File: config.mk
export PLATFORM = sky130hd
export DESIGN_NAME = ttr_timer_two
export DESIGN_NICKNAME = d
export VERILOG_FILES = /design/src/common/ttr_pkg.sv /design/src/ttr_timer_two.sv
export SDC_FILE = /design/constraint.sdc
export NUM_CORES = 1
export LEC_CHECK = 0
export BUFFER_PORTS_ARGS = -buffer_cell sky130_fd_sc_hd__buf_2
export CORE_UTILIZATION = 45
export CTS_CLUSTER_SIZE = 20
export DETAILED_ROUTE_END_ITERATION = 7
export GPL_ROUTABILITY_DRIVEN = 0
export SETUP_SLACK_MARGIN = 0.15
export SYNTH_ARGS = -nofsm -noshare
export SYNTH_HDL_FRONTEND = slang
export SYNTH_SLANG_ARGS = --single-unit
File: constraint.sdc
create_clock -name sys_clk -period 3.3 [get_ports sys_clk]
set_input_delay 0.66 -clock sys_clk [delete_from_list [all_inputs] [get_ports sys_clk]]
set_output_delay 0.66 -clock sys_clk [all_outputs]
set_load 0.05 [all_outputs]
File: src/common/ttr_pkg.sv
package ttr_pkg;
  // special-function-register addresses
  localparam logic [7:0] TTR_ADDR_RATE   = 8'h8e;
  localparam logic [7:0] TTR_ADDR_CTRL   = 8'hc8;
  localparam logic [7:0] TTR_ADDR_RCAP_L = 8'hca;
  localparam logic [7:0] TTR_ADDR_RCAP_H = 8'hcb;
  localparam logic [7:0] TTR_ADDR_CNT_L  = 8'hcc;
  localparam logic [7:0] TTR_ADDR_CNT_H  = 8'hcd;

  // timer_rate_select field positions
  localparam int TTR_RATE_T2_BIT = 5;
  localparam int TTR_RATE_T1_BIT = 4;
  localparam int TTR_RATE_T0_BIT = 3;
  localparam logic [7:0] TTR_RATE_WMASK = 8'h38;

  // timer_two_control field positions
  localparam int TTR_CTL_OVF_BIT  = 7;
  localparam int TTR_CTL_EXF_BIT  = 6;
  localparam int TTR_CTL_RXB_BIT  = 5;
  localparam int TTR_CTL_TXB_BIT  = 4;
  localparam int TTR_CTL_EXEN_BIT = 3;
  localparam int TTR_CTL_RUN_BIT  = 2;
  localparam int TTR_CTL_CT_BIT   = 1;
  localparam int TTR_CTL_CPRL_BIT = 0;

  // values after reset, and the top count value before rollover
  localparam logic [7:0]  TTR_RATE_RST = 8'h00;
  localparam logic [7:0]  TTR_CTL_RST  = 8'h00;
  localparam logic [15:0] TTR_WORD_RST = 16'h0000;
  localparam logic [15:0] TTR_CNT_MAX  = 16'hffff;

  // clock rates: 200 MHz system clock, time base in clk periods
  localparam int TTR_CLK_MHZ      = 200;
  localparam int TTR_SLOW_CYCLES  = 12;
  localparam int TTR_FAST_CYCLES  = 4;
  localparam int TTR_BAUD_CYCLES  = 2;
  localparam logic [3:0] TTR_SLOW_LAST = 4'(TTR_SLOW_CYCLES - 1);
  localparam logic [3:0] TTR_FAST_LAST = 4'(TTR_FAST_CYCLES - 1);
  localparam logic [3:0] TTR_BAUD_LAST = 4'(TTR_BAUD_CYCLES - 1);

  typedef enum logic [1:0] {
    TTR_MODE_OFF,
    TTR_MODE_CAPTURE,
    TTR_MODE_RELOAD,
    TTR_MODE_BAUD
  } ttr_mode_t;

  // register bus request
  typedef struct packed {
    logic       wr;
    logic       rd;
    logic [7:0] addr;
    logic [7:0] wdata;
  } ttr_sfr_req_t;

  // complete state of the timer block
  typedef struct packed {
    logic [7:0]  rate;
    logic [7:0]  ctrl;
    logic [15:0] rcap;
    logic [15:0] cnt;
    logic [3:0]  pre_t2;
    logic [3:0]  pre_t1;
    logic [3:0]  pre_t0;
    logic [2:0]  tick;
    logic [1:0]  cnt_pin_sync;
    logic        cnt_pin_prev;
    logic [1:0]  ext_pin_sync;
    logic        ext_pin_prev;
    logic [7:0]  rdata;
    logic        ovf_pulse;
    logic        rx_baud_pulse;
    logic        tx_baud_pulse;
    logic        irq;
  } ttr_state_t;
endpackage

File: src/ttr_timer_two.sv
`timescale 1ns/1ps
// Function
// - fast select 1 gives one step per 4 clk, 0 gives per 12
// - fast selects reset to 0; the timer 2 select (bit5) does nothing when counting pin edges
// - rate register: bit5 timer 2, bit4 timer 1, bit3 timer 0; baud ignores bit5
// - timer exists only with build parameter 1; always one 16-bit count
// - rollover from ffff sets overflow flag only when both baud selects are 0
// - software writing 1 to either flag raises interrupt request if enabled
// - capture or reload from trigger pin edge sets external flag when enabled
// - rx and tx baud selects route this overflow to serial port 0 clocks
// - trigger pin falling edge captures or reloads only if enabled and not baud mode
// - run control 1 counts, 0 stops the timer regardless of other bits
// - counter select 0 counts divided clk, 1 counts count pin falling edges
// - baud timer function steps every 2 clk; other modes use 4 or 12
// - capture select 1 captures, 0 reloads; baud forces reload on overflow
// - mode decode: capture, auto-reload, baud generator, or off
// - rollover in timer/counter modes sets flag and pulses output one clk
// - capture mode edge copies count bytes into reload/capture registers
// - auto-reload overflow sets flag and loads count from reload registers
// - auto-reload edge with trigger enabled forces immediate reload
// - baud overflow reloads and emits shift pulse instead of setting flag
// - in baud mode hardware sets only the external flag; a software-set overflow flag still requests the interrupt
// - baud time base is clk/2, or count pin edges when counter select 1
module ttr_timer_two
  import ttr_pkg::*;
#(
  parameter bit TIMER2_PRESENT = 1'b1
)
(
  input  wire logic       sys_clk,
  input  wire logic       rstn,
  input  wire logic       sfr_wr,
  input  wire logic       sfr_rd,
  input  wire logic [7:0] sfr_addr,
  input  wire logic [7:0] sfr_wdata,
  output logic      [7:0] sfr_rdata,
  input  wire logic       count_input_pin,
  input  wire logic       ext_capture_reload_pin,
  input  wire logic       timer2_irq_enable,
  output logic            overflow_pulse_out,
  output logic            rx_baud_clk_pulse,
  output logic            tx_baud_clk_pulse,
  output logic            timer2_irq,
  output logic            timer1_tick,
  output logic            timer0_tick
);

  ttr_state_t   st_reg;
  ttr_state_t   st_next;
  ttr_sfr_req_t req;

  // true when this address belongs to the timer 2 block
  function automatic logic t2_addr(input logic [7:0] a);
    case (a)
      TTR_ADDR_CTRL, TTR_ADDR_RCAP_L, TTR_ADDR_RCAP_H, TTR_ADDR_CNT_L, TTR_ADDR_CNT_H:
      begin
        t2_addr = 1'b1;
      end
      default:
      begin
        t2_addr = 1'b0;
      end
    endcase
  endfunction

  // advances a prescaler and reports the last cycle of its period
  function automatic logic [4:0] prescale(input logic [3:0] cur, input logic fast);
    logic [3:0] last;
    last = fast ? TTR_FAST_LAST : TTR_SLOW_LAST;
    if (cur >= last)
    begin
      prescale = {4'h0, 1'b1};
    end
    else
    begin
      prescale = {4'(cur + 4'h1), 1'b0};
    end
  endfunction

  // falling edge between the older and the newer synchronised sample
  function automatic logic fell(input logic older, input logic newer);
    fell = older & ~newer;
  endfunction

  // mode decode; a stopped timer ignores every other control bit
  function automatic ttr_mode_t mode_of(input logic [7:0] ctrl);
    if (!ctrl[TTR_CTL_RUN_BIT])
    begin
      mode_of = TTR_MODE_OFF;
    end
    else if (ctrl[TTR_CTL_RXB_BIT] || ctrl[TTR_CTL_TXB_BIT])
    begin
      mode_of = TTR_MODE_BAUD;
    end
    else if (ctrl[TTR_CTL_CPRL_BIT])
    begin
      mode_of = TTR_MODE_CAPTURE;
    end
    else
    begin
      mode_of = TTR_MODE_RELOAD;
    end
  endfunction

  // read multiplexer; reserved rate bits come back zero because they are never stored
  function automatic logic [7:0] read_mux(input logic [7:0] a, input ttr_state_t s);
    logic [7:0] d;
    d = 8'h00;
    case (a)
      TTR_ADDR_RATE:
        d = s.rate;
      TTR_ADDR_CTRL:
        d = s.ctrl;
      TTR_ADDR_RCAP_L:
        d = s.rcap[7:0];
      TTR_ADDR_RCAP_H:
        d = s.rcap[15:8];
      TTR_ADDR_CNT_L:
        d = s.cnt[7:0];
      TTR_ADDR_CNT_H:
        d = s.cnt[15:8];
      default:
        d = 8'h00;
    endcase
    if (!TIMER2_PRESENT && t2_addr(a))
    begin
      d = 8'h00;
    end
    read_mux = d;
  endfunction

  assign req.wr    = sfr_wr;
  assign req.rd    = sfr_rd;
  assign req.addr  = sfr_addr;
  assign req.wdata = sfr_wdata;

  logic       run;
  logic       baud;
  logic       ct_sel;
  logic       ex_en;
  ttr_mode_t  mode;
  logic       cnt_edge;
  logic       ext_edge;
  logic       step;
  logic       rolls;
  logic       trig;
  logic [4:0] ps2;
  logic [4:0] ps1;
  logic [4:0] ps0;
  logic [3:0] baud_ps;
  logic       baud_tick;
  logic       cap_now;
  logic       ovf_set;
  logic       exf_set;
  logic [15:0] cnt_step;

  always_comb
  begin
    st_next = st_reg;

    run    = st_reg.ctrl[TTR_CTL_RUN_BIT];
    baud   = st_reg.ctrl[TTR_CTL_RXB_BIT] | st_reg.ctrl[TTR_CTL_TXB_BIT];
    ct_sel = st_reg.ctrl[TTR_CTL_CT_BIT];
    ex_en  = st_reg.ctrl[TTR_CTL_EXEN_BIT];

    // run control dominates the mode decode
    mode = mode_of(st_reg.ctrl);

    // pin synchronisers; only the second stage and later are looked at
    st_next.cnt_pin_sync = {st_reg.cnt_pin_sync[0], count_input_pin};
    st_next.cnt_pin_prev = st_reg.cnt_pin_sync[1];
    st_next.ext_pin_sync = {st_reg.ext_pin_sync[0], ext_capture_reload_pin};
    st_next.ext_pin_prev = st_reg.ext_pin_sync[1];
    cnt_edge = fell(st_reg.cnt_pin_prev, st_reg.cnt_pin_sync[1]);
    ext_edge = fell(st_reg.ext_pin_prev, st_reg.ext_pin_sync[1]);

    // timer 2 prescaler free-runs, so the first step lands 1 to 12 clk after run is set
    // per-timer prescalers, each on its own fast select
    ps2 = prescale(st_reg.pre_t2, st_reg.rate[TTR_RATE_T2_BIT]);
    ps1 = prescale(st_reg.pre_t1, st_reg.rate[TTR_RATE_T1_BIT]);
    ps0 = prescale(st_reg.pre_t0, st_reg.rate[TTR_RATE_T0_BIT]);
    st_next.pre_t2 = ps2[4:1];
    st_next.pre_t1 = ps1[4:1];
    st_next.pre_t0 = ps0[4:1];
    st_next.tick   = {ps2[0], ps1[0], ps0[0]};

    // baud time base ignores the fast select bit
    baud_ps   = (st_reg.pre_t2[0] == TTR_BAUD_LAST[0]) ? 4'h0 : 4'h1;
    baud_tick = (st_reg.pre_t2[0] == TTR_BAUD_LAST[0]);
    if (mode == TTR_MODE_BAUD && !ct_sel)
    begin
      st_next.pre_t2 = baud_ps;
    end

    // step source: pin edges bypass every prescaler
    if (ct_sel)
    begin
      step = cnt_edge;
    end
    else if (mode == TTR_MODE_BAUD)
    begin
      step = baud_tick;
    end
    else
    begin
      step = ps2[0];
    end
    step = step && (mode != TTR_MODE_OFF) && TIMER2_PRESENT;

    rolls    = step && (st_reg.cnt == TTR_CNT_MAX);
    trig     = ext_edge && ex_en && (mode == TTR_MODE_CAPTURE || mode == TTR_MODE_RELOAD)
               && TIMER2_PRESENT;
    cnt_step = 16'(st_reg.cnt + 16'h0001);

    ovf_set = rolls && !baud;
    // in baud mode the pin edge still raises the flag, but causes no reload
    exf_set = ext_edge && ex_en && run && TIMER2_PRESENT;
    // a capture edge beats a software write to the same reload byte
    cap_now = trig && (mode == TTR_MODE_CAPTURE);

    // registered, so the overflow output is exactly one clk wide
    st_next.ovf_pulse     = rolls && !baud;
    st_next.rx_baud_pulse = rolls && st_reg.ctrl[TTR_CTL_RXB_BIT];
    st_next.tx_baud_pulse = rolls && st_reg.ctrl[TTR_CTL_TXB_BIT];

    // count update
    if (step)
    begin
      st_next.cnt = cnt_step;
    end
    // capture mode simply wraps to zero; the other modes reload
    if (rolls && mode != TTR_MODE_CAPTURE)
    begin
      st_next.cnt = st_reg.rcap;
    end
    if (trig && mode == TTR_MODE_RELOAD)
    begin
      st_next.cnt = st_reg.rcap;
    end
    if (cap_now)
    begin
      st_next.rcap = st_reg.cnt;
    end

    // register writes; a write to a count byte overrides the hardware step
    if (req.wr)
    begin
      case (req.addr)
        TTR_ADDR_RATE:
        begin
          st_next.rate = req.wdata & TTR_RATE_WMASK;
        end
        TTR_ADDR_CTRL:
        begin
          if (TIMER2_PRESENT)
          begin
            st_next.ctrl = req.wdata;
          end
        end
        TTR_ADDR_RCAP_L:
        begin
          if (TIMER2_PRESENT && !cap_now)
          begin
            st_next.rcap[7:0] = req.wdata;
          end
        end
        TTR_ADDR_RCAP_H:
        begin
          if (TIMER2_PRESENT && !cap_now)
          begin
            st_next.rcap[15:8] = req.wdata;
          end
        end
        // byte writes are not paired; software must avoid tearing across a carry
        TTR_ADDR_CNT_L:
        begin
          if (TIMER2_PRESENT)
          begin
            st_next.cnt[7:0] = req.wdata;
          end
        end
        TTR_ADDR_CNT_H:
        begin
          if (TIMER2_PRESENT)
          begin
            st_next.cnt[15:8] = req.wdata;
          end
        end
        default:
        begin
        end
      endcase
    end

    // hardware set wins over a software clear in the same cycle
    if (ovf_set)
    begin
      st_next.ctrl[TTR_CTL_OVF_BIT] = 1'b1;
    end
    if (exf_set)
    begin
      st_next.ctrl[TTR_CTL_EXF_BIT] = 1'b1;
    end

    // flags request the interrupt whether set by hardware or written by software
    st_next.irq = 1'b0;
    if (timer2_irq_enable)
    begin
      st_next.irq = st_next.ctrl[TTR_CTL_OVF_BIT] || st_next.ctrl[TTR_CTL_EXF_BIT];
    end

    // read data registered one cycle after the strobe, zero otherwise
    st_next.rdata = 8'h00;
    if (req.rd)
    begin
      st_next.rdata = read_mux(req.addr, st_reg);
    end
  end

  always_ff @(posedge sys_clk or negedge rstn)
  begin
    if (!rstn)
    begin
      st_reg      <= '0;
      st_reg.rate <= TTR_RATE_RST;
      st_reg.ctrl <= TTR_CTL_RST;
      st_reg.rcap <= TTR_WORD_RST;
      st_reg.cnt  <= TTR_WORD_RST;
    end
    else
    begin
      st_reg <= st_next;
    end
  end

  assign sfr_rdata          = st_reg.rdata;
  assign overflow_pulse_out = st_reg.ovf_pulse;
  assign rx_baud_clk_pulse  = st_reg.rx_baud_pulse;
  assign tx_baud_clk_pulse  = st_reg.tx_baud_pulse;
  assign timer2_irq         = st_reg.irq;
  assign timer1_tick        = st_reg.tick[1];
  assign timer0_tick        = st_reg.tick[0];

endmodule

**After elaboration in Yosys (flattened, before gate mapping)**

Cells that the tools add are included.

- Input port bits: 23
- Flip-flop bits (word level): 75
- Logic and storage cells: 91

- Eq/ne operators: 11
- Mux-type cells: 30
- Reductions and logical operators: 20
- Add/sub/neg operators: 4
- Bitwise logic cells: 5
- Order comparisons: 3

Operators by type and width:

| kind | count |
|---|---|
| 2-to-1 mux 16 bit | 4 |
| 2-to-1 mux 8 bit | 8 |
| == test 8 bit, second input constant | 6 |
| one-hot mux 8 bit (6 select lines) | 1 |
| 2-to-1 mux 40 bit | 1 |
| adder 16 x 1 -> 16 bit, second input constant | 1 |
| == test 16 bit, second input constant | 1 |
| 2-to-1 mux 4 bit | 4 |
| 2-to-1 mux 5 bit | 3 |
| adder 4 x 1 -> 4 bit, second input constant | 3 |
| greater-or-equal comparator 4 bit | 3 |
| logical AND 1 bit | 12 |
| 2-to-1 mux 1 bit | 6 |
| 2-to-1 mux 2 bit | 3 |
| == test 2 bit, second input constant | 2 |
| AND reduction 2 bit | 2 |
| logical OR 1 bit | 3 |
| bitwise AND 1 bit | 2 |
| == test 2 x 1 -> 1 bit, second input constant | 1 |
| logical NOT 1 bit | 2 |
| inequality test 2 x 1 -> 1 bit, second input constant | 1 |
| NOT 1 bit | 2 |
| nonzero test 2 bit | 1 |
| bitwise OR 1 bit | 1 |

**Longest topological paths before layout**

- Depth in word-level cells: 16
- Mapped depth: 13

**Worst setup path after synthesis**

OpenSTA, ideal clock, no wires.

- Path kind: flip-flop to flip-flop
- Start: reg st_reg[70] (netlist name)
- End: reg st_reg[38] (netlist name)
- Arrival: 2.559 ns
- Data required time: 3.175 ns
- Buffers on the path: 1
- Path slack: 0.616 ns
- Cell stages (with the launch flop): 10
- Path through: dfrtp_1 o31a_1 ha_1 nor3b_2 a211oi_4 nand4_4 o31a_1 buf_6 mux2_4 mux2_2

RTL lines:

| what | RTL line | source |
|---|---|---|
| from (decl) | ttr_timer_two.sv:48 | `ttr_state_t st_reg;` |
| from (signal assigned) | ttr_timer_two.sv:332 | `st_reg <= st_next;` |

==> impl_metrics.tcl <==
set metrics [dict create \
    status "finished, final reports clean" \
    mostFrequentLayoutCell "dfrtp_1" \
    holdBufCountCts 0 \
    hpwl_detailed_mm 6.63 \
    top_level_ports 37 \
    fin_worst_skew_ns 0.00692 \
    cts_tree "yes" \
    die-width_microns 95.7 \
    grt_util_all_layers_pct 22.6 \
    clock_net_sink_count 75 \
    layout.cell_area.non_filler_sq_mm 0.00436 \
    ctsHtreeMaxLevel 3 \
    floorplan.core_area_sq_mm 0.00834 \
    critical_path.reg2reg.endpoint "st_reg[42]$_DFF_PN0_" \
    register_area_share_after_synthesis_pct 47.5 \
    crit_start "st_reg[69]$_DFFE_PN0P_" \
    timing.critical_path.to_type "flop" \
    die_area_sq_mm 0.00915 \
    power.combinational.fraction_pct 21.0 \
    yosysUniqueCellTypes 45 \
    period_share_pct 88.7 \
    route.antenna.remaining_nets 0 \
    synth_edf_count 0 \
    transition_time_at_the_pin_with_the_least_slew_margin_ns 0.929 \
    clk_pin_slew_worst_paths_ns 0.08 \
    worst_path_largest_cell_delay_ns 0.44 \
    routed_via_count_divided_by_cell_count 5.53 \
    syn_inst 386 \
    seqPwrFrac_pct 49.8 \
    ys.flop_type "dfrtp_1" \
    cellInternalPower_mw 1.62 \
    io_buffers 36 \
    min-delay-path-class "reg -> reg" \
    critPathBufInv 2 \
    timing.rr.start "st_reg[69]$_DFFE_PN0P_" \
    max_clock_freq_mhz 342 \
    unrepaired_setup_endpoints_after_global_routing "no" \
    vias_after_detailed_routing 2901 \
    final.fill_count 777 \
    regToRegSetupSlack_ns 0.37 \
    slew_headroom_pct 38.0 \
    layout-drive-gt1-share_pct 17.6 \
    first_global_vias 2817 \
    crit_fanout 13 \
    timing_max_transition_violations_final 0 \
    floorplan.die.height_microns 95.7 \
    route.detailed.drc 0 \
    floorplan.initialDensity_pct 47.3 \
    vdd.ir_drop.worst_mv 0.322 \
    cp-start-kind "flop" \
    largest_register_ff_count 53 \
    num-nets-final 449 \
    area_delta_synth_final_pct 10.5 \
    crit_path_cell_trace "nor2_1 > nand2_1 > nand2_1 > inv_1 > ha_1 > nor3b_2 > a211oi_4 > nand4_4 > o31a_1 > buf_4 > nand2_1 > o221ai_1" \
    cts_made_buffers 9 \
    clockPowerShare_pct 29.2 \
    crit_family "compound AO/OA/AOI/OAI gates" \
    layout.cells.most_common_list "75 x dfrtp_1, 44 x nor2_1, 35 x buf_2" \
    postSynthAreaPerCell_sq_um 10.2 \
    synth-warning-count 0 \
    postPlaceCellArea_sq_mm 0.00417 \
    switch_pwr_uw 777 \
    detail_route.wl_per_cell_microns 17.4 \
    hold_viol 0 \
    cts.path.max_buffers 2 \
    clock_network_latency_to_the_later_pin_of_the_worst_skew_pair_ns 0.35 \
    power_leakage_nw 2.04 \
    syn_nets 420 \
    drt-total-wl_mm 9.15 \
    cts_repair_resize_count 0 \
    worst_ep_required_time_ns 3.51 \
    fin_crit_ns 2.93 \
    row_count 33 \
    postSynth.asyncResetShare_pct 100 \
    critical_path.endpoint "st_reg[42]$_DFF_PN0_" \
    ys_seq_elements 75 \
    clock_root_cell "clkbuf_8" \
    max-cap-violations 0 \
    maximum_number_of_pins_on_one_net_before_global_route_repair 76 \
    p_per_area_mw_per_mm2 550 \
    worstPathArrival_ns 3.14 \
    detail_route.iter0.violations 150 \
    net_sw_share_pct 32.4 \
    first_pass_grt_wire_length_mm 15.0 \
    grt_antenna_before_repair 0 \
    n_antenna_cell 0 \
    setup_violation_total_in_the_final_timing_report 0 \
    drt-pass1-iter-count 4 \
    slowest_stage "dfrtp_1" \
    critical_path_s_most_frequent_cell "nand2_1" \
    worst_r2r_path_depth 12 \
    critical_path_class "reg -> reg" \
    timing.setup.tns_ns 0 \
    postCtsSetupBuffers 0 \
    overflow 0 \
    post_synth_instance_area_sq_mm 0.00395 \
    cp_num_cells 12 \
]
## per-layer routing
metal	global-route usage (%)	wire, microns
met5	0	0
met4	10.2	169
met3	4.39	591
met2	33.9	4020
met1	31.6	4370
## final cells by class
type | instances | area [sq um] | share of cell area (%)
multi-input cells | 282 | 1920 | 44.1
flip-flops and latches | 75 | 1880 | 43.0
repair buffers | 40 | 213 | 4.88
clock buffers | 9 | 124 | 2.84
clock inverters | 7 | 68.8 | 1.58
well taps | 105 | 131 | 3.01
inverters | 7 | 26.3 | 0.602
## worst register-to-register path, cell delays in order, from the launching register on
cell	delay (ns)
dfrtp_1	0.44
nor2_1	0.11
nand2_1	0.06
nand2_1	0.11
inv_1	0.07
ha_1	0.21
nor3b_2	0.18
a211oi_4	0.43
nand4_4	0.20
o31a_1	0.36
buf_4	0.23
nand2_1	0.20
o221ai_1	0.19
## how the worst min path moves through the flow
stage                          start                     to  cells after the start
3_5_place_dp   st_next[14]$_DFF_PN0_  st_next[12]$_DFF_PN0_                      0
2_1_floorplan  st_next[14]$_DFF_PN0_  st_next[12]$_DFF_PN0_                      0
5_1_grt        st_next[17]$_DFF_PN0_  st_next[15]$_DFF_PN0_                      0
3_3_place_gp   st_next[14]$_DFF_PN0_  st_next[12]$_DFF_PN0_                      0
6_report       st_next[14]$_DFF_PN0_  st_next[12]$_DFF_PN0_                      0
4_1_cts        st_next[14]$_DFF_PN0_  st_next[12]$_DFF_PN0_                      0
## cells in the mapped netlist, types with 3 or more instances
library cell  number  area (sq um)
inv_1              7          26.3
a21oi_1           27           135
a22oi_1            8          60.1
o21ai_0           15          75.1
xor2_1             6          52.6
nand2_1           34           128
buf_4              8          60.1
and3_1             6          37.5
nor2_1            44           165
nand2b_1           7          43.8
mux2_2            11           124
ha_1              11           138
xnor2_1           14           123
clkbuf_1          10          37.5
nor3_1             4          20.0
nor2b_1            7          43.8
o32ai_1            3          26.3
nand3_1           14          70.1
and2_1             4          25.0
dfrtp_1           75          1880
mux2i_1           31           310
o221ai_1           5          43.8
a221oi_1           4          35.0
nand4_1            4          25.0
## kinds of logic after synthesis
kind of cell | synth area share [%]
buffers and inverters | 3.77
DFF | 47.5
xor gates and xnor gates | 4.44
adders and majority gates | 3.49
AOI/OAI and AO/OA | 11.7
muxes | 11.4
and+or+nand+nor | 17.7
## stage by stage
step / utilization, % / cells / hold WS, ns / setup slack [ns] / total power, mW
after floorplan: - / 386 / 0.331 / 0.616 / 1.56
after global placement: 50.0 / 509 / 0.333 / 0.495 / 1.70
after detailed placement: 50.0 / 509 / 0.336 / 0.396 / 1.71
after CTS: 52.3 / 525 / 0.355 / 0.387 / 2.42
after global routing: 52.3 / 525 / 0.362 / 0.183 / 2.55
final: 52.3 / 525 / 0.351 / 0.374 / 2.40
## power by group through the flow
stage | Clock [mW] | Sequential (mW) | Combinational (mW)
final | 0.700 | 1.19 | 0.504
after global routing | 0.760 | 1.22 | 0.574
after CTS | 0.720 | 1.19 | 0.509
after detailed placement | 0 | 1.21 | 0.501
after global placement | 0 | 1.21 | 0.488
after floorplan | 0 | 1.21 | 0.350
Power figures use the tool's default switching activity.
